## src/logic/cpc_pkg.sv

```systemverilog
package cpc_pkg;
   // Register byte offsets
   localparam logic [7:0] OFF_PWR_CTRL = 8'h00;
   localparam logic [7:0] OFF_CURRENT = 8'h04;
   localparam logic [7:0] OFF_STATUS = 8'h08;
   localparam logic [7:0] OFF_IRQ_STAT = 8'h0c;
   localparam logic [7:0] OFF_IRQ_CLR = 8'h10;
   localparam logic [7:0] OFF_IRQ_EN = 8'h14;
   // Power control fields
   localparam int BIT_SUPPLY_SWITCH_MODE = 0;
   localparam int BIT_REVERSE_SOURCE = 1;
   localparam int BIT_DUAL_PATH = 2;
   localparam int BIT_GATE_OVERRIDE = 3;
   localparam int BIT_MONITOR_MUX_DISABLE = 4;
   localparam int BIT_GATE_LEVEL = 5;
   // Status fields
   localparam int BIT_OV_LIVE = 0;
   localparam int BIT_VBUS_LIVE = 1;
   localparam int BIT_FACTORY = 2;
   localparam int BIT_REG_ON = 3;
   // Interrupt fields
   localparam int BIT_IRQ_OV = 0;
   localparam int BIT_IRQ_ATTACH = 1;
   localparam int IRQ_W = 2;
   // Reset values
   localparam logic [5:0] RST_PWR_CTRL = 6'h00;
   localparam logic [3:0] RST_CURRENT = 4'h0;
   localparam logic [IRQ_W-1:0] RST_IRQ_EN = 2'h0;
   // Activation current codes (~100, ~300, ~600 mA)
   localparam logic [3:0] CUR_100MA = 4'h2;
   localparam logic [3:0] CUR_300MA = 4'h4;
   localparam logic [3:0] CUR_600MA = 4'h7;
   localparam logic [3:0] CUR_OFF = 4'h0;

   typedef enum logic [1:0] {
      MUX_ID = 2'b00,
      MUX_CHARGE = 2'b01,
      MUX_DISCHARGE = 2'b10
   } cpc_mux_sel_t;

   typedef enum logic [1:0] {
      MODE_OFF = 2'b00,
      MODE_NORMAL = 2'b01,
      MODE_FACTORY = 2'b10,
      MODE_OVERVOLT = 2'b11
   } cpc_mode_t;

   // Comparator inputs that travel together
   typedef struct packed {
      logic vbus_present;
      logic overvoltage;
      logic above_poweron;
      logic above_2v7;
      logic above_3v7;
   } cpc_comp_t;

   // Attach levels
   typedef struct packed {
      logic id_high;
      logic host_reset_n;
      logic dp;
      logic dm;
   } cpc_attach_t;
endpackage : cpc_pkg

```

## src/logic/cpc_charge_ctrl.sv

```systemverilog
`timescale 1ns/1ps
module cpc_charge_ctrl (
   // Clock and reset
   input wire logic clk_sys_in,
   input wire logic rstn_in,
   // APB slave
   input wire logic psel_in,
   input wire logic penable_in,
   input wire logic pwrite_in,
   input wire logic [7:0] paddr_in,
   input wire logic [31:0] pwdata_in,
   output logic [31:0] prdata_out,
   output logic pready_out,
   output logic pslverr_out,
   // Analog comparators and attach levels
   input wire cpc_pkg::cpc_comp_t comp_in,
   input wire cpc_pkg::cpc_attach_t attach_in,
   // Regulator and gate controls
   output logic charge_reg_enable_out,
   output logic [3:0] charge_current_field_out,
   output logic supply_reg_enable_out,
   output logic supply_path_gate_out,
   output logic charge_path_gate_out,
   output logic bus_path_open_out,
   output logic poweron_request_out,
   // Current monitor mux
   output cpc_pkg::cpc_mux_sel_t monitor_sel_out,
   output logic current_monitor_out_oe_out,
   // Interrupt
   output logic overvoltage_irq_out
);

   // Two-stage synchroniser on comparator levels
   cpc_pkg::cpc_comp_t comp_meta_ff;
   cpc_pkg::cpc_comp_t comp_ff;
   always_ff @(posedge clk_sys_in or negedge rstn_in) begin
      if (!rstn_in) begin
         comp_meta_ff <= '0;
         comp_ff <= '0;
      end else begin
         comp_meta_ff <= comp_in;
         comp_ff <= comp_meta_ff;
      end
   end

   // Software registers
   logic [5:0] pwr_ctrl_ff;
   logic [3:0] current_ff;
   logic [cpc_pkg::IRQ_W-1:0] irq_stat_ff;
   logic [cpc_pkg::IRQ_W-1:0] irq_en_ff;
   cpc_pkg::cpc_mode_t mode_ff;

   // APB decode
   wire access = psel_in && penable_in;
   wire wr = access && pwrite_in;
   wire hit_pwr = paddr_in == cpc_pkg::OFF_PWR_CTRL;
   wire hit_cur = paddr_in == cpc_pkg::OFF_CURRENT;
   wire hit_stat = paddr_in == cpc_pkg::OFF_STATUS;
   wire hit_istat = paddr_in == cpc_pkg::OFF_IRQ_STAT;
   wire hit_iclr = paddr_in == cpc_pkg::OFF_IRQ_CLR;
   wire hit_ien = paddr_in == cpc_pkg::OFF_IRQ_EN;
   wire mapped = hit_pwr | hit_cur | hit_stat | hit_istat | hit_iclr | hit_ien;

   wire supply_switch_mode = pwr_ctrl_ff[cpc_pkg::BIT_SUPPLY_SWITCH_MODE];
   wire reverse_source_enable = pwr_ctrl_ff[cpc_pkg::BIT_REVERSE_SOURCE];
   wire dual_path = pwr_ctrl_ff[cpc_pkg::BIT_DUAL_PATH];
   wire gate_manual_override = pwr_ctrl_ff[cpc_pkg::BIT_GATE_OVERRIDE];
   wire monitor_mux_disable = pwr_ctrl_ff[cpc_pkg::BIT_MONITOR_MUX_DISABLE];
   wire gate_manual_level = pwr_ctrl_ff[cpc_pkg::BIT_GATE_LEVEL];

   // Mode decision; over-voltage has top priority
   cpc_pkg::cpc_mode_t nxt_mode;
   assign nxt_mode = comp_ff.overvoltage ? cpc_pkg::MODE_OVERVOLT :
                     !comp_ff.vbus_present ? cpc_pkg::MODE_OFF :
                     attach_in.id_high ? cpc_pkg::MODE_FACTORY :
                     cpc_pkg::MODE_NORMAL;

   function automatic logic [3:0] step_current(input logic factory,
                                               input logic above_2v7,
                                               input logic above_3v7);
      logic [3:0] cur;
      cur = above_2v7 ? cpc_pkg::CUR_300MA : cpc_pkg::CUR_100MA;
      if (factory && above_3v7) begin
         cur = cpc_pkg::CUR_600MA;
      end
      return cur;
   endfunction : step_current

   // Activation current while host held in reset (single path)
   wire activation = mode_ff == cpc_pkg::MODE_NORMAL && !attach_in.host_reset_n;
   wire mode_change = nxt_mode != mode_ff;
   wire [3:0] auto_current =
      (nxt_mode == cpc_pkg::MODE_FACTORY) ?
         step_current(1'b1, comp_ff.above_2v7, comp_ff.above_3v7) :
      (nxt_mode == cpc_pkg::MODE_NORMAL && !attach_in.host_reset_n && !dual_path) ?
         step_current(1'b0, comp_ff.above_2v7, comp_ff.above_3v7) :
         current_ff;

   // Current field: over-voltage clear, then software write, then logic choice
   logic [3:0] nxt_current;
   assign nxt_current = (nxt_mode == cpc_pkg::MODE_OVERVOLT) ? cpc_pkg::CUR_OFF :
                        (wr && hit_cur) ? pwdata_in[3:0] :
                        mode_change ? auto_current : current_ff;

   wire ov_event = comp_ff.overvoltage && mode_ff != cpc_pkg::MODE_OVERVOLT;
   wire attach_event = nxt_mode == cpc_pkg::MODE_NORMAL && mode_ff == cpc_pkg::MODE_OFF;
   wire [cpc_pkg::IRQ_W-1:0] irq_set = {attach_event, ov_event};
   wire [cpc_pkg::IRQ_W-1:0] irq_clr = (wr && hit_iclr) ?
                                       pwdata_in[cpc_pkg::IRQ_W-1:0] : '0;
   logic [cpc_pkg::IRQ_W-1:0] nxt_irq_stat;
   assign nxt_irq_stat = (irq_stat_ff & ~irq_clr) | irq_set;

   // Software registers, written only at the access edge
   always_ff @(posedge clk_sys_in or negedge rstn_in) begin
      if (!rstn_in) begin
         pwr_ctrl_ff <= cpc_pkg::RST_PWR_CTRL;
      end else if (wr && hit_pwr) begin
         pwr_ctrl_ff <= pwdata_in[5:0];
      end
   end

   always_ff @(posedge clk_sys_in or negedge rstn_in) begin
      if (!rstn_in) begin
         irq_en_ff <= cpc_pkg::RST_IRQ_EN;
      end else if (wr && hit_ien) begin
         irq_en_ff <= pwdata_in[cpc_pkg::IRQ_W-1:0];
      end
   end

   // Shared by hardware and software; priority lives in nxt_current
   always_ff @(posedge clk_sys_in or negedge rstn_in) begin
      if (!rstn_in) begin
         current_ff <= cpc_pkg::RST_CURRENT;
      end else begin
         current_ff <= nxt_current;
      end
   end

   always_ff @(posedge clk_sys_in or negedge rstn_in) begin
      if (!rstn_in) begin
         irq_stat_ff <= '0;
      end else begin
         irq_stat_ff <= nxt_irq_stat;
      end
   end

   always_ff @(posedge clk_sys_in or negedge rstn_in) begin
      if (!rstn_in) begin
         mode_ff <= cpc_pkg::MODE_OFF;
      end else begin
         mode_ff <= nxt_mode;
      end
   end

   // Output decisions from registered mode
   logic nxt_reg_en;
   logic nxt_supply_on;
   logic nxt_poweron;
   logic nxt_chg_gate;
   cpc_pkg::cpc_mux_sel_t nxt_sel;
   always_comb begin
      nxt_reg_en = 1'b0;
      nxt_supply_on = 1'b0;
      nxt_poweron = 1'b0;
      nxt_chg_gate = gate_manual_override ? gate_manual_level : 1'b0;
      case (mode_ff)
         cpc_pkg::MODE_OFF: begin
            nxt_chg_gate = 1'b1;
         end
         cpc_pkg::MODE_NORMAL: begin
            nxt_reg_en = current_ff != cpc_pkg::CUR_OFF;
            nxt_supply_on = 1'b1;
            nxt_poweron = activation ? comp_ff.above_poweron : 1'b1;
         end
         cpc_pkg::MODE_FACTORY: begin
            nxt_reg_en = current_ff != cpc_pkg::CUR_OFF;
            nxt_supply_on = 1'b1;
            nxt_poweron = comp_ff.above_poweron;
         end
         cpc_pkg::MODE_OVERVOLT: begin
            nxt_chg_gate = 1'b1;
         end
         default: begin
            nxt_chg_gate = 1'b1;
         end
      endcase
      if (reverse_source_enable && mode_ff != cpc_pkg::MODE_OVERVOLT) begin
         nxt_reg_en = 1'b0;
         nxt_chg_gate = 1'b0;
      end
      if (nxt_reg_en) begin
         nxt_sel = cpc_pkg::MUX_CHARGE;
      end else if (reverse_source_enable) begin
         nxt_sel = cpc_pkg::MUX_DISCHARGE;
      end else begin
         nxt_sel = cpc_pkg::MUX_ID;
      end
   end

   // Supply path: after over-voltage it returns in dual path mode or after a software write of the current field
   logic ov_recent_ff;
   wire ov = mode_ff == cpc_pkg::MODE_OVERVOLT;
   wire supply_on = nxt_supply_on && !ov && (dual_path || !ov_recent_ff);

   // Registered outputs; reset leaves every external path open
   always_ff @(posedge clk_sys_in or negedge rstn_in) begin
      if (!rstn_in) begin
         charge_reg_enable_out <= 1'b0;
      end else begin
         charge_reg_enable_out <= nxt_reg_en && !ov;
      end
   end

   // Mirror lags the field by one clock
   always_ff @(posedge clk_sys_in or negedge rstn_in) begin
      if (!rstn_in) begin
         charge_current_field_out <= cpc_pkg::RST_CURRENT;
      end else begin
         charge_current_field_out <= current_ff;
      end
   end

   always_ff @(posedge clk_sys_in or negedge rstn_in) begin
      if (!rstn_in) begin
         supply_reg_enable_out <= 1'b0;
      end else begin
         supply_reg_enable_out <= !supply_switch_mode && supply_on;
      end
   end

   always_ff @(posedge clk_sys_in or negedge rstn_in) begin
      if (!rstn_in) begin
         supply_path_gate_out <= 1'b1;
      end else begin
         supply_path_gate_out <= ov ? 1'b1 :
                                 !(supply_switch_mode && supply_on);
      end
   end

   always_ff @(posedge clk_sys_in or negedge rstn_in) begin
      if (!rstn_in) begin
         charge_path_gate_out <= 1'b1;
      end else begin
         charge_path_gate_out <= nxt_chg_gate;
      end
   end

   always_ff @(posedge clk_sys_in or negedge rstn_in) begin
      if (!rstn_in) begin
         bus_path_open_out <= 1'b1;
      end else begin
         bus_path_open_out <= ov || mode_ff == cpc_pkg::MODE_OFF;
      end
   end

   always_ff @(posedge clk_sys_in or negedge rstn_in) begin
      if (!rstn_in) begin
         poweron_request_out <= 1'b0;
      end else begin
         poweron_request_out <= nxt_poweron;
      end
   end

   always_ff @(posedge clk_sys_in or negedge rstn_in) begin
      if (!rstn_in) begin
         monitor_sel_out <= cpc_pkg::MUX_ID;
      end else begin
         monitor_sel_out <= nxt_sel;
      end
   end

   // Pin undriven during reset to save idle current; driven from the first clock after unless the mux is disabled
   always_ff @(posedge clk_sys_in or negedge rstn_in) begin
      if (!rstn_in) begin
         current_monitor_out_oe_out <= 1'b0;
      end else begin
         current_monitor_out_oe_out <= !monitor_mux_disable;
      end
   end

   always_ff @(posedge clk_sys_in or negedge rstn_in) begin
      if (!rstn_in) begin
         overvoltage_irq_out <= 1'b0;
      end else begin
         overvoltage_irq_out <= |(nxt_irq_stat & irq_en_ff);
      end
   end

   // Cleared only by a software rewrite of the current field
   always_ff @(posedge clk_sys_in or negedge rstn_in) begin
      if (!rstn_in) begin
         ov_recent_ff <= 1'b0;
      end else if (ov) begin
         ov_recent_ff <= 1'b1;
      end else if (wr && hit_cur) begin
         ov_recent_ff <= 1'b0;
      end
   end

   // APB read path
   logic [31:0] nxt_rdata;
   always_comb begin
      nxt_rdata = 32'h0000_0000;
      if (hit_pwr) begin
         nxt_rdata[5:0] = pwr_ctrl_ff;
      end else if (hit_cur) begin
         nxt_rdata[3:0] = current_ff;
      end else if (hit_stat) begin
         nxt_rdata[cpc_pkg::BIT_OV_LIVE] = comp_ff.overvoltage;
         nxt_rdata[cpc_pkg::BIT_VBUS_LIVE] = comp_ff.vbus_present;
         nxt_rdata[cpc_pkg::BIT_FACTORY] = mode_ff == cpc_pkg::MODE_FACTORY;
         nxt_rdata[cpc_pkg::BIT_REG_ON] = charge_reg_enable_out;
      end else if (hit_istat) begin
         nxt_rdata[cpc_pkg::IRQ_W-1:0] = irq_stat_ff;
      end else if (hit_ien) begin
         nxt_rdata[cpc_pkg::IRQ_W-1:0] = irq_en_ff;
      end
   end

   // Zero-wait slave; answer registered in setup cycle
   always_ff @(posedge clk_sys_in or negedge rstn_in) begin
      if (!rstn_in) begin
         pready_out <= 1'b0;
      end else begin
         pready_out <= psel_in && !penable_in;
      end
   end

   always_ff @(posedge clk_sys_in or negedge rstn_in) begin
      if (!rstn_in) begin
         pslverr_out <= 1'b0;
      end else begin
         pslverr_out <= psel_in && !penable_in && !mapped;
      end
   end

   // Read data held between reads; only valid with pready
   always_ff @(posedge clk_sys_in or negedge rstn_in) begin
      if (!rstn_in) begin
         prdata_out <= 32'h0000_0000;
      end else if (psel_in && !penable_in && !pwrite_in) begin
         prdata_out <= nxt_rdata;
      end
   end
endmodule : cpc_charge_ctrl

```

## config.mk

```make
export PLATFORM = sky130hd
export DESIGN_NAME = cpc_charge_ctrl
export DESIGN_NICKNAME = d
export VERILOG_FILES = /design/src/logic/cpc_pkg.sv /design/src/logic/cpc_charge_ctrl.sv
export SDC_FILE = /design/constraint.sdc
export NUM_CORES = 1
export LEC_CHECK = 0
export ABC_AREA = 1
export BUFFER_PORTS_ARGS = -buffer_cell sky130_fd_sc_hd__buf_4
export CORE_MARGIN = 2
export CORE_UTILIZATION = 47
export CTS_CLUSTER_DIAMETER = 200
export DETAILED_ROUTE_END_ITERATION = 10
export PLACE_DENSITY = 0.78
export SLEW_MARGIN = 15
export SYNTH_ARGS = -nofsm -noshare
export SYNTH_HDL_FRONTEND = slang
export SYNTH_SLANG_ARGS = --single-unit
```

## constraint.sdc

```tcl
create_clock -name clk_sys_in -period 1.5 [get_ports clk_sys_in]
set_clock_uncertainty 0.05 [all_clocks]
set_input_delay 0.15 -clock clk_sys_in [delete_from_list [all_inputs] [get_ports clk_sys_in]]
set_output_delay 0.15 -clock clk_sys_in [all_outputs]
set_load 0.02 [all_outputs]
```

# Word-level counts from Yosys, hierarchy flattened
# Index checks and enable logic that the tools add are counted.
dict set report classes {
  eq_ne 13
  muxes 31
  n_bitwise 9
  reduce_logical 42
}
# cell n
set ops {}
lappend ops {{$mux 4} 7}
lappend ops {{$mux 2} 11}
lappend ops {{$logic_and 1x1->1} 20}
lappend ops {{$eq 8x4->1 const B} 2}
lappend ops {{$eq 8x5->1 const B} 2}
lappend ops {{$logic_not 1->1} 10}
lappend ops {{$mux 1} 10}
lappend ops {{$eq 2x2->1 const B} 4}
lappend ops {{$eq 8x3->1 const B} 1}
lappend ops {{$logic_not 8->1} 1}
lappend ops {{$reduce_bool 4->1} 2}
lappend ops {{$mux 3} 2}
lappend ops {{$reduce_or 2->1} 3}
lappend ops {{$or 1x1->1} 5}
lappend ops {{$and 2x2->2} 2}
lappend ops {{$eq 2x1->1 const B} 2}
lappend ops {{$reduce_bool 3->1} 1}
lappend ops {{$logic_not 2->1} 1}
lappend ops {{$logic_or 1x1->1} 2}
lappend ops {{$ne 2x2->1} 1}
lappend ops {{$ne 2x2->1 const B} 1}
lappend ops {{$not 2->2} 1}
lappend ops {{$or 2x2->2} 1}
lappend ops {{$pmux 1 s2} 1}
lappend ops {{other kinds (2)} 2}
dict set report word_totals {
  regBits 49
  input_bits 54
  output_inout_bits 48
  word_cells 124
}

# Depth between registers and ports, before layout
# Gate-level depths: netlist of run 1.
dict set report depth {
  depth_word 11
  mapped_depth 9
  ltp_nobuf 9
}

# Worst setup path before layout of run 1
# Ideal clock, no wire load.
dict set report synth_path {
  path_kind {register to register}
  start {reg mode_ff[0]}
  end {reg monitor_sel_out[1]}
  arrival_ns 1.038
  slack_ns 0.291
  stages_incl_launch_ff 6
  synth_period_minus_slack_ns 1.209
  cell_sequence {dfrtp_1 inv_1 ha_1 o31ai_1 a21oi_1 nor2_1}
}
dict set report synth_between {
  elab_chain_cells 5
  word_cells_on_any_way 8
}
# element line_no
set synth_rtl {}
lappend synth_rtl {{start: declaration} cpc_charge_ctrl.sv:51} ;# cpc_pkg::cpc_mode_t mode_ff;
lappend synth_rtl {{start signal: assignment} cpc_charge_ctrl.sv:149} ;# mode_ff <= cpc_pkg::MODE_OFF;
lappend synth_rtl {{start signal: assignment} cpc_charge_ctrl.sv:151} ;# mode_ff <= nxt_mode;
lappend synth_rtl {{$eq 2x1->1 or $eq 2x2->1 (tied branches)} cpc_charge_ctrl.sv:166} ;# case (mode_ff)
lappend synth_rtl {{$reduce_or 2->1 (no source line)} n/a}
lappend synth_rtl {{$mux 1} n/a}
lappend synth_rtl {{$mux 1 *} cpc_charge_ctrl.sv:187} ;# if (reverse_source_enable && mode_ff != cpc_pkg::MODE_OVERVOLT) begin
lappend synth_rtl {{via nxt_reg_en} cpc_charge_ctrl.sv:156} ;# logic nxt_reg_en;
lappend synth_rtl {{$mux 2 *} cpc_charge_ctrl.sv:191} ;# if (nxt_reg_en) begin
lappend synth_rtl {{via nxt_sel[1]} cpc_charge_ctrl.sv:160} ;# cpc_pkg::cpc_mux_sel_t nxt_sel;
lappend synth_rtl {{end signal: assignment} cpc_charge_ctrl.sv:266} ;# monitor_sel_out <= cpc_pkg::MUX_ID;
lappend synth_rtl {{end signal: assignment} cpc_charge_ctrl.sv:268} ;# monitor_sel_out <= nxt_sel;
lappend synth_rtl {{end: declaration} cpc_charge_ctrl.sv:27} ;# output cpc_pkg::cpc_mux_sel_t monitor_sel_out,
# Mark *: on every way through the listed nets, which the timed path passes. The rest lies on a longest branch.
# A chain may end at the register's enable or synchronous reset.

# Final worst setup path of run 1
# Same ends and word-level chain as after synthesis.

==> results.yml, run 1 <==
yosys:
  seq_area_frac_synth_pct: 51.8
  yosysWarnings: 0
  yosys.area.top_type_share_pct: 48.5
  async_flop_share_pct: 100
  syn_area_sq_um: 2370
  syn_area_per_cell_sq_um: 8.99
  synth_cell_type_count: 26
  synthTopCellsByCount: "nand2_1 (63), dfrtp_1 (46), buf_4 (26)"
  ys_seq_elements: 49
  ys_top_cells_by_area: "dfrtp_1 (48%), nand2_1 (10%), buf_4 (8.2%)"
  synth_enable_flop_cells: 0
  synth_most_common_cell: "nand2_1"
  syn_inst: 264
  synth_ff_type: "dfrtp_1"
  synth_area_leader_cell: "dfrtp_1"
setup_path:
  cp.arrival_ns: 1.52
  startpoint: "mode_ff[0]"
  rrSetupSlack_ns: 0.13
  cp-end-kind: "flop"
  startpoint_type: "flop"
  crit_required_ns: 1.65
  critical_path_class: "reg -> reg"
  rr_startpoint: "mode_ff[0]"
  critPathMaxFanout: 4
timing:
  slew_headroom_pct: 60.9
  fin_crit_ns: 1.37
  maxSlewViolCount: 0
  finalHoldViolCount: 0
  clock.fmax_ghz: 0.727
  holdWs_ns: 0.0355
  worst_slew_pin_slew_ns: 0.587
  rsz0062_at_grt: "no"
  fin_tns_setup_ns: 0
  finalWorstSetupSlack_ns: 0.125
  setup_violations: 0
  final_min_period_over_clock_period_pct: 91.7
placement:
  dp_slack_ns: 0.0887
  finalWeightedCongestion: 0.908
  port_buffers: 47
  dp_cells: 377
  hpwl_microns: 3450
  postPlaceCellArea_sq_um: 2700
flow_run:
  maxCapViolations: 0
final_layout:
  multi_input_area_sq_um: 911
  n_antenna_cell: 0
  area_delta_synth_final_pct: 20.0
  fin_util_pct: 59.5
  layout.cells.non_filler: 391
  final_area_sq_um: 2850
  drive_gt1_share_pct: 26.2
  n_fill_cell: 434
  final_nets: 381
  regArea_sq_um: 1230
global_route:
  antenna_found_initial: 0
  gr-total-overflow: 0
  grt_max_degree: 50
  grt_usage_pct: 17.9
  grt_pass1_wl_microns: 7650
  grt_pass1_vias: 1737
detailed_routing:
  ant_nets: 0
  wire_per_inst_microns: 11.7
  num_vias: 1829
  drc: 0
  via_per_inst: 4.68
  drt_wl_total_microns: 4560
  dr.pass1.iters: 4
  first_iter_violations: 159
clock_network:
  cts_buffers: 5
  clk_latency_ns: 0.30
  clock_path_buffers: 2
  cts_setup_buffers: 0
  cts.htree.levels: 2
  clockRootBuffer: "clkbuf_8"
  cts_sinks: 49
  path_clk_slew_ns: 0.09
  cts_tree: "yes"
die:
  num_rows: 25
  die_x_microns: 75.1
  dieArea_sq_um: 5630
  io_pins: 102
  die_height_microns: 75.1
  start_util_pct: 49.6
  core_sq_um: 4790
pwr:
  vdd_ir_drop_max_mv: 0.589
  p_leak_nw: 1.55
  power.density_nw_per_um2: 895
  p_total_mw: 2.55
status:
  status: "completed"
hold_path:
  hold_class: "in -> reg"
  hold_start: "pwdata_in[5]"
-- flip-flops by register name (all words and copies together) (netlist names), 2 cells and up --
signal,cells
charge_current_field_out,4
current_ff,4
comp_meta_ff,5
pwr_ctrl_ff,6
irq_en_ff,2
irq_stat_ff,2
comp_ff,5
mode_ff,2
prdata_out,6
monitor_sel_out,2
-- cells by family (layout without fill, tap and decap cells) --
kind of cell               count (synthesis)  after routing  synth area share (%)
DFF                                       49             49                  51.8
adders and majority gates                  4              4                  2.11
and+or+nand+nor                          127            127                  26.0
AOI/OAI and AO/OA                         26             26                  6.01
buffers and inverters                     57             92                  13.9
other                                      1             26                 0.158
-- metal layers --
layer	track usage (%)	up-vias	routed length, microns
met5	0	-	0
met4	2.38	0	7
met3	5.76	2	325
met2	29.9	62	2240
met1	23.6	861	1980
li1	-	904	-
-- placed cells by master, fill, tap and decap left out, types with 9 or more instances in the layout --
cell type	count
inv_1	20
inv_2	9
nand2_1	63
conb_1	26
nor2_1	18
o21ai_1	9
dfrtp_1	45
buf_4	49
a21oi_1	11
nand3_1	25
-- critical path, stage by stage, from the launching register on --
cell     delay [ns]
dfrtp_1        0.42
inv_1          0.10
ha_1           0.36
o31ai_1        0.11
a21oi_1        0.19
nor2_1         0.06
-- power by group --
part / switching, mW / leakage (nW) / internal, mW
clock: 0.423 / 0.0456 / 0.332
sequential: 0.0314 / 0.598 / 1.38
combinational: 0.245 / 0.903 / 0.134
total: 0.700 / 1.55 / 1.85
-- repair_timing --
| action | 4_1_cts | 5_1_grt |
|---|---|---|
| hold endpoints to repair | 51 | 0 |
| hold buffers | 6 | 0 |
| setup endpoints to repair | 0 | 4 |
| resized for setup | 0 | 2 |
-- worst paths after layout --
| kind | to | cells past startpoint |
|---|---|---|
| max in group asynchronous | comp_ff[3] | 2 |
| worst min-delay path | pwr_ctrl_ff[5] | 3 |
| worst min register to register | comp_ff[3] | 0 |
| worst max register to register | monitor_sel_out[1] | 5 |
| min in group asynchronous | prdata_out[3] | 2 |
| worst max-delay path | monitor_sel_out[1] | 5 |
-- final cells by class --
class	count	share of cell area, %
Timing Repair Buffer	55	15.0
Multi-Input combinational cell	183	32.0
Inverter	29	3.82
Tap cell	67	2.94
Sequential cell	49	43.2
Clock inverter	2	0.483
Clock buffer	6	2.55
(Power assumes the default switching activity.)
==> inputs of run 2 (changes only) <==
- BUFFER_PORTS_ARGS: -buffer_cell sky130_fd_sc_hd__buf_4 -> default
- CORE_UTILIZATION: 47 -> 62
- DONT_BUFFER_PORTS: default -> 1
- PLACE_DENSITY: 0.78 -> 0.77
==> run 2 against run 1 <==
Compared with the run above:
- sequential share of layout area increased by 2.7 points
- non-clock buffer count is 33 lower
- combinational power shrank 23%
- worst hold slack lost 0.023 ns
- routed wire length fell by 1.1%
- register-to-register slack better by 0.04 ns
- largest cell class unchanged
- first-iteration DRC count down 36%
- via count fell by 6.5%
==> results.yml, run 2 (synthesis gave the netlist of run 1 again) <==
setup_path:
  rrSetupSlack_ns: 0.16
  cp.arrival_ns: 1.49
  critPathMaxFanout: 5
  cp_num_cells: 8
  rr_worst_depth: 8
  startpoint_type: "flop"
  critPathTopFamily: "simple AND/OR/NAND/NOR gates"
  critical_path_class: "reg -> reg"
  cp_slowest_cell: "dfrtp_1"
  cp-end-kind: "flop"
  path_common_cell: "nand2_1"
  crit_chain: "nand2_1 > nand2_1 > nand2_1 > nand3_2 > nand2_4 > nand3_2 > nand2_1 > nand2_1"
  crit_required_ns: 1.65
  slowest_delay_ns: 0.44
  path_buf_inv: 0
final_layout:
  final_nets: 348
  reg_top3: "prdata_out: 6 flops, pwr_ctrl_ff: 6 flops"
  area_delta_synth_final_pct: 13.0
  layout_commonest_cell: "nand2_1"
  n_antenna_cell: 0
  drive_gt1_share_pct: 14.4
  final_cell_mix: "nand2_1 (63), dfrtp_1 (46), conb_1 (26)"
die:
  io_pins: 102
  num_rows: 22
  die_height_microns: 65.9
  start_util_pct: 64.8
  core_sq_um: 3660
  dieArea_sq_um: 4340
  die_x_microns: 65.9
detailed_routing:
  drc: 0
  via_per_inst: 5.04
  wire_per_inst_microns: 13.3
  num_vias: 1710
  dr.pass1.iters: 5
  drt_wl_total_microns: 4510
  ant_nets: 0
  first_iter_violations: 101
pwr:
  switching_share_pct: 24.4
  p_leak_nw: 1.40
  netSwitchingPower_mw: 0.695
  vdd_ir_drop_max_mv: 0.794
  p_int_mw: 2.15
  combinationalPowerShare_pct: 10.3
  power.density_nw_per_um2: 1060
  p_total_mw: 2.85
  p_seq_share_pct: 50.9
  p_clk_share_pct: 38.8
global_route:
  grt_usage_pct: 23.5
  gr-total-overflow: 0
  grt_pass1_vias: 1676
  grt_pass1_wl_microns: 7580
  grt_max_degree: 50
  antenna_found_initial: 0
placement:
  finalWeightedCongestion: 0.876
  hpwl_microns: 3170
  port_buffers: 0
clock_network:
  cts_tree: "yes"
  path_clk_slew_ns: 0.09
  clock_path_buffers: 2
  clockRootBuffer: "clkbuf_8"
  cts_buffers: 5
  clk_latency_ns: 0.30
  cts_sinks: 49
  cts.htree.levels: 2
timing:
  fin_tns_setup_ns: 0
  final_min_period_over_clock_period_pct: 89.2
  finalHoldViolCount: 0
  setup_violations: 0
  fin_crit_ns: 1.34
  maxSlewViolCount: 0
  clock.fmax_ghz: 0.748
  rsz0062_at_grt: "no"
status:
  status: "completed"
hold_path:
  holdPathStages: 3
  hold_class: "in -> reg"
flow_run:
  maxCapViolations: 0
## run 2: layer usage
layer	track usage, %	part of all wire, %	up-vias
li1	-	-	843
met1	28.3	40	797
met2	39.4	51	64
met3	6.81	6.9	6
met4	9.90	1.4	0
met5	0	0	-
## run 2: area by class of cell
class | count | area [sq um]
clock buffer | 5 | 68.8
sequential | 49 | 1230
multi-input combinational | 183 | 920
timing repair buffer | 22 | 225
tap | 48 | 60.1
fill | 266 | 980
clock inverter | 3 | 68.8
inverter | 29 | 109
## run 2: power by group through the flow
| stage | logic [mW] | registers, mW | clock network [mW] |
|---|---|---|---|
| 2_1_floorplan | 0.234 | 1.47 | 0 |
| 3_3_place_gp | 0.204 | 1.47 | 0 |
| 3_5_place_dp | 0.209 | 1.48 | 0 |
| 4_1_cts | 0.281 | 1.45 | 1.13 |
| 5_1_grt | 0.329 | 1.46 | 1.18 |
| 6_report | 0.293 | 1.45 | 1.10 |
## run 2: final timing paths
kind	start	end
setup reg to reg	comp_ff[4]	current_ff[1]
hold / removal	pwdata_in[1]	irq_stat_ff[1]
max in group asynchronous	rstn_in	supply_path_gate_out
min in group asynchronous	rstn_in	prdata_out[5]
setup / recovery	comp_ff[4]	current_ff[1]
hold reg to reg	comp_meta_ff[0]	comp_ff[0]
## run 2: timing repair
item	in CTS	in global routing
endpoints found under the hold margin	67	0
hold buffers	17	0
endpoints found under the setup margin	0	4
setup buffers	0	2
gates resized for setup	0	1
## run 2: worst min-delay path, stage by stage
cell and delay, ns:
nand3_1 0.06, nand2_1 0.05, nand2_1 0.07
## run 2: metrics by stage
stage	area, sq um	hold slack [ns]	util, %	setup slack (ns)	std cells
after detailed placement	2330	-0.194	63.6	0.0903	312
final	2680	0.0128	73.2	0.162	339
after CTS	2650	0.00453	72.5	0.0801	337
after global placement	2330	-0.195	63.6	0.121	312
after floorplan	2470	-0.196	-	0.291	289
after global routing	2680	0.0329	73.2	0.0399	339
==> inputs of run 3 (changes only) <==
- CORE_UTILIZATION: 62 -> 56
- PLACE_DENSITY: 0.77 -> 0.73
- clock period: 1.5 -> 1.1 ns (I/O delays scaled with it)
==> run 3 against run 2 <==
Compared with the run above:
- utilization down 1.9 points
- clock-buffer cell count unchanged
- sequential share of layout area down 3.1 points
- global-route usage down 2.4 points
- the run now ends with negative hold slack, negative setup slack left
- largest power group unchanged
==> results.yml, run 3 (synthesis gave the netlist of run 1 again) <==
status:
  status: "finished with violations"
  violations: "negative hold slack, negative setup slack"
final_layout:
  final_cell_mix: "nand2_1 (58), dfrtp_1 (45), conb_1 (26)"
  reg_top3: "prdata_out: 6 flops, pwr_ctrl_ff: 6 flops"
  area_delta_synth_final_pct: 21.1
  final_area_sq_um: 2880
  final_nets: 368
  fin_util_pct: 71.4
  n_fill_cell: 323
  layout_commonest_cell: "nand2_1"
  drive_gt1_share_pct: 28.9
  n_antenna_cell: 0
timing:
  holdWs_ns: -0.568
  clock.fmax_ghz: 0.800
  finalHoldViolCount: 51
  final_min_period_over_clock_period_pct: 114
  setup_violations: 16
  finalWorstSetupSlack_ns: -0.150
  maxSlewViolCount: 0
  fin_crit_ns: 1.25
  rsz0062_at_grt: "yes"
detailed_routing:
  drc: 0
  via_per_inst: 4.88
  first_iter_violations: 107
  wire_per_inst_microns: 13.9
  drt_wl_total_microns: 5010
  num_vias: 1760
  dr.pass1.iters: 4
  ant_nets: 0
setup_path:
  startpoint_type: "flop"
  rrSetupSlack_ns: -0.15
  critical_path_class: "reg -> reg"
  cp.arrival_ns: 1.40
  critPathMaxFanout: 4
  crit_required_ns: 1.25
  cp-end-kind: "flop"
  slowest_delay_ns: 0.42
  crit_chain: "inv_2 > ha_4 > o31ai_2 > a21oi_2 > nor2_1"
  cp_slowest_cell: "dfrtp_1"
placement:
  dp_slack_ns: -0.160
  port_buffers: 0
  hpwl_microns: 3370
  finalWeightedCongestion: 0.903
  postPlaceCellArea_sq_um: 2500
die:
  dieArea_sq_um: 4780
  io_pins: 102
  core_sq_um: 4030
  die_height_microns: 69.1
  start_util_pct: 58.9
  die_x_microns: 69.1
  num_rows: 23
pwr:
  p_int_mw: 2.54
  power.density_nw_per_um2: 1230
  switching_share_pct: 28.0
  p_leak_nw: 1.48
  combinationalPowerShare_pct: 13.5
  p_seq_share_pct: 56.1
  netSwitchingPower_mw: 0.985
  vdd_ir_drop_max_mv: 0.862
  p_clk_share_pct: 30.4
global_route:
  gr-total-overflow: 0
  grt_pass1_wl_microns: 8010
  grt_usage_pct: 21.1
  grt_pass1_vias: 1777
  grt_max_degree: 50
  antenna_found_initial: 0
clock_network:
  ctsHoldBuffers: 13
  clockRootBuffer: "clkbuf_8"
  clock_path_buffers: 2
  cts_buffers: 5
  cts.htree.levels: 2
  cts_sinks: 49
  path_clk_slew_ns: 0.09
  clk_latency_ns: 0.30
  cts_tree: "yes"
hold_path:
  hold_class: "in -> async"
flow_run:
  maxCapViolations: 0
==> run 3: cell types whose count changed in the layout (fill, tap and decap cells not counted), moves of 3 or more <==
cell           previous run  this run
inv_2                     9        12
buf_4                     5        24
dlygate4sd3_1            16        13
a21oi_2                   0         4
a21oi_1                  12         8
inv_1                    20        16
buf_6                     0         3
o21ai_2                   0         3
nand2_1                  63        58
nand2_2                   2         7
ha_2                      0         3
ha_1                      3         0
==> run 3: area by class of cell <==
| class | count | area [sq um] | share of cell area (%) |
|---|---|---|---|
| Sequential cell | 49 | 1230 | 42.8 |
| Multi-Input combinational cell | 183 | 996 | 34.6 |
| Timing Repair Buffer | 42 | 384 | 13.4 |
| Inverter | 29 | 111 | 3.87 |
| Clock buffer | 5 | 68.8 | 2.39 |
| Tap cell | 50 | 62.6 | 2.18 |
| Clock inverter | 3 | 21.3 | 0.740 |
==> run 3: final timing paths <==
check | cells after the start | from | endpoint
max | 5 | mode_ff[0] | monitor_sel_out[1]
min | 0 | rstn_in | prdata_out[5]
max reg2reg | 5 | mode_ff[0] | monitor_sel_out[1]
min reg2reg | 0 | comp_meta_ff[2] | comp_ff[2]
max in group asynchronous | 0 | rstn_in | bus_path_open_out
min in group clk_sys_in | 3 | penable_in | pready_out
==> run 3: power by group through the flow <==
stage	sequential, mW	combinational, mW	clock, mW
after floorplan	2.00	0.329	0
after global placement	2.01	0.350	0
after detailed placement	2.01	0.355	0
after CTS	1.98	0.435	1.10
after global routing	1.99	0.518	1.18
final	1.98	0.476	1.07
==> run 3: metal layers <==
layer  vias to the layer above  global-route usage [%]  part of all wire [%]
met5                         -                       0                     0
met3                        12                    6.43                   5.4
met4                         0                    7.41                   2.1
met1                       818                    25.3                    41
met2                        56                    36.0                    51
li1                        874                       -                     -
==> run 3: critical path: cells and delay by family, from the launching register on <==
kind / cells / cell delay [ns]
flops: 1 / 0.42
fa+ha+maj: 1 / 0.30
compound gates: 2 / 0.24
buf+inv: 1 / 0.09
simple gates: 1 / 0.05
==> run 3: stage by stage <==
step	cells	TNS [ns]	hold slack [ns]	power, mW
6_report	361	-1.49	-0.568	3.52
5_1_grt	361	-2.55	-0.593	3.69
4_1_cts	358	-0.961	-0.578	3.51
3_5_place_dp	333	-0.972	-0.235	2.37
3_3_place_gp	333	-0.784	-0.234	2.36
2_1_floorplan	289	-0.340	-0.236	2.33
==> run 3: timing repair <==
item                                    4_1_cts  5_1_grt
gates resized for setup                      13       14
endpoints found under the setup margin       13       20
pin swaps                                    10        4
buffers inserted                              4        4
hold endpoints to repair                     70       51
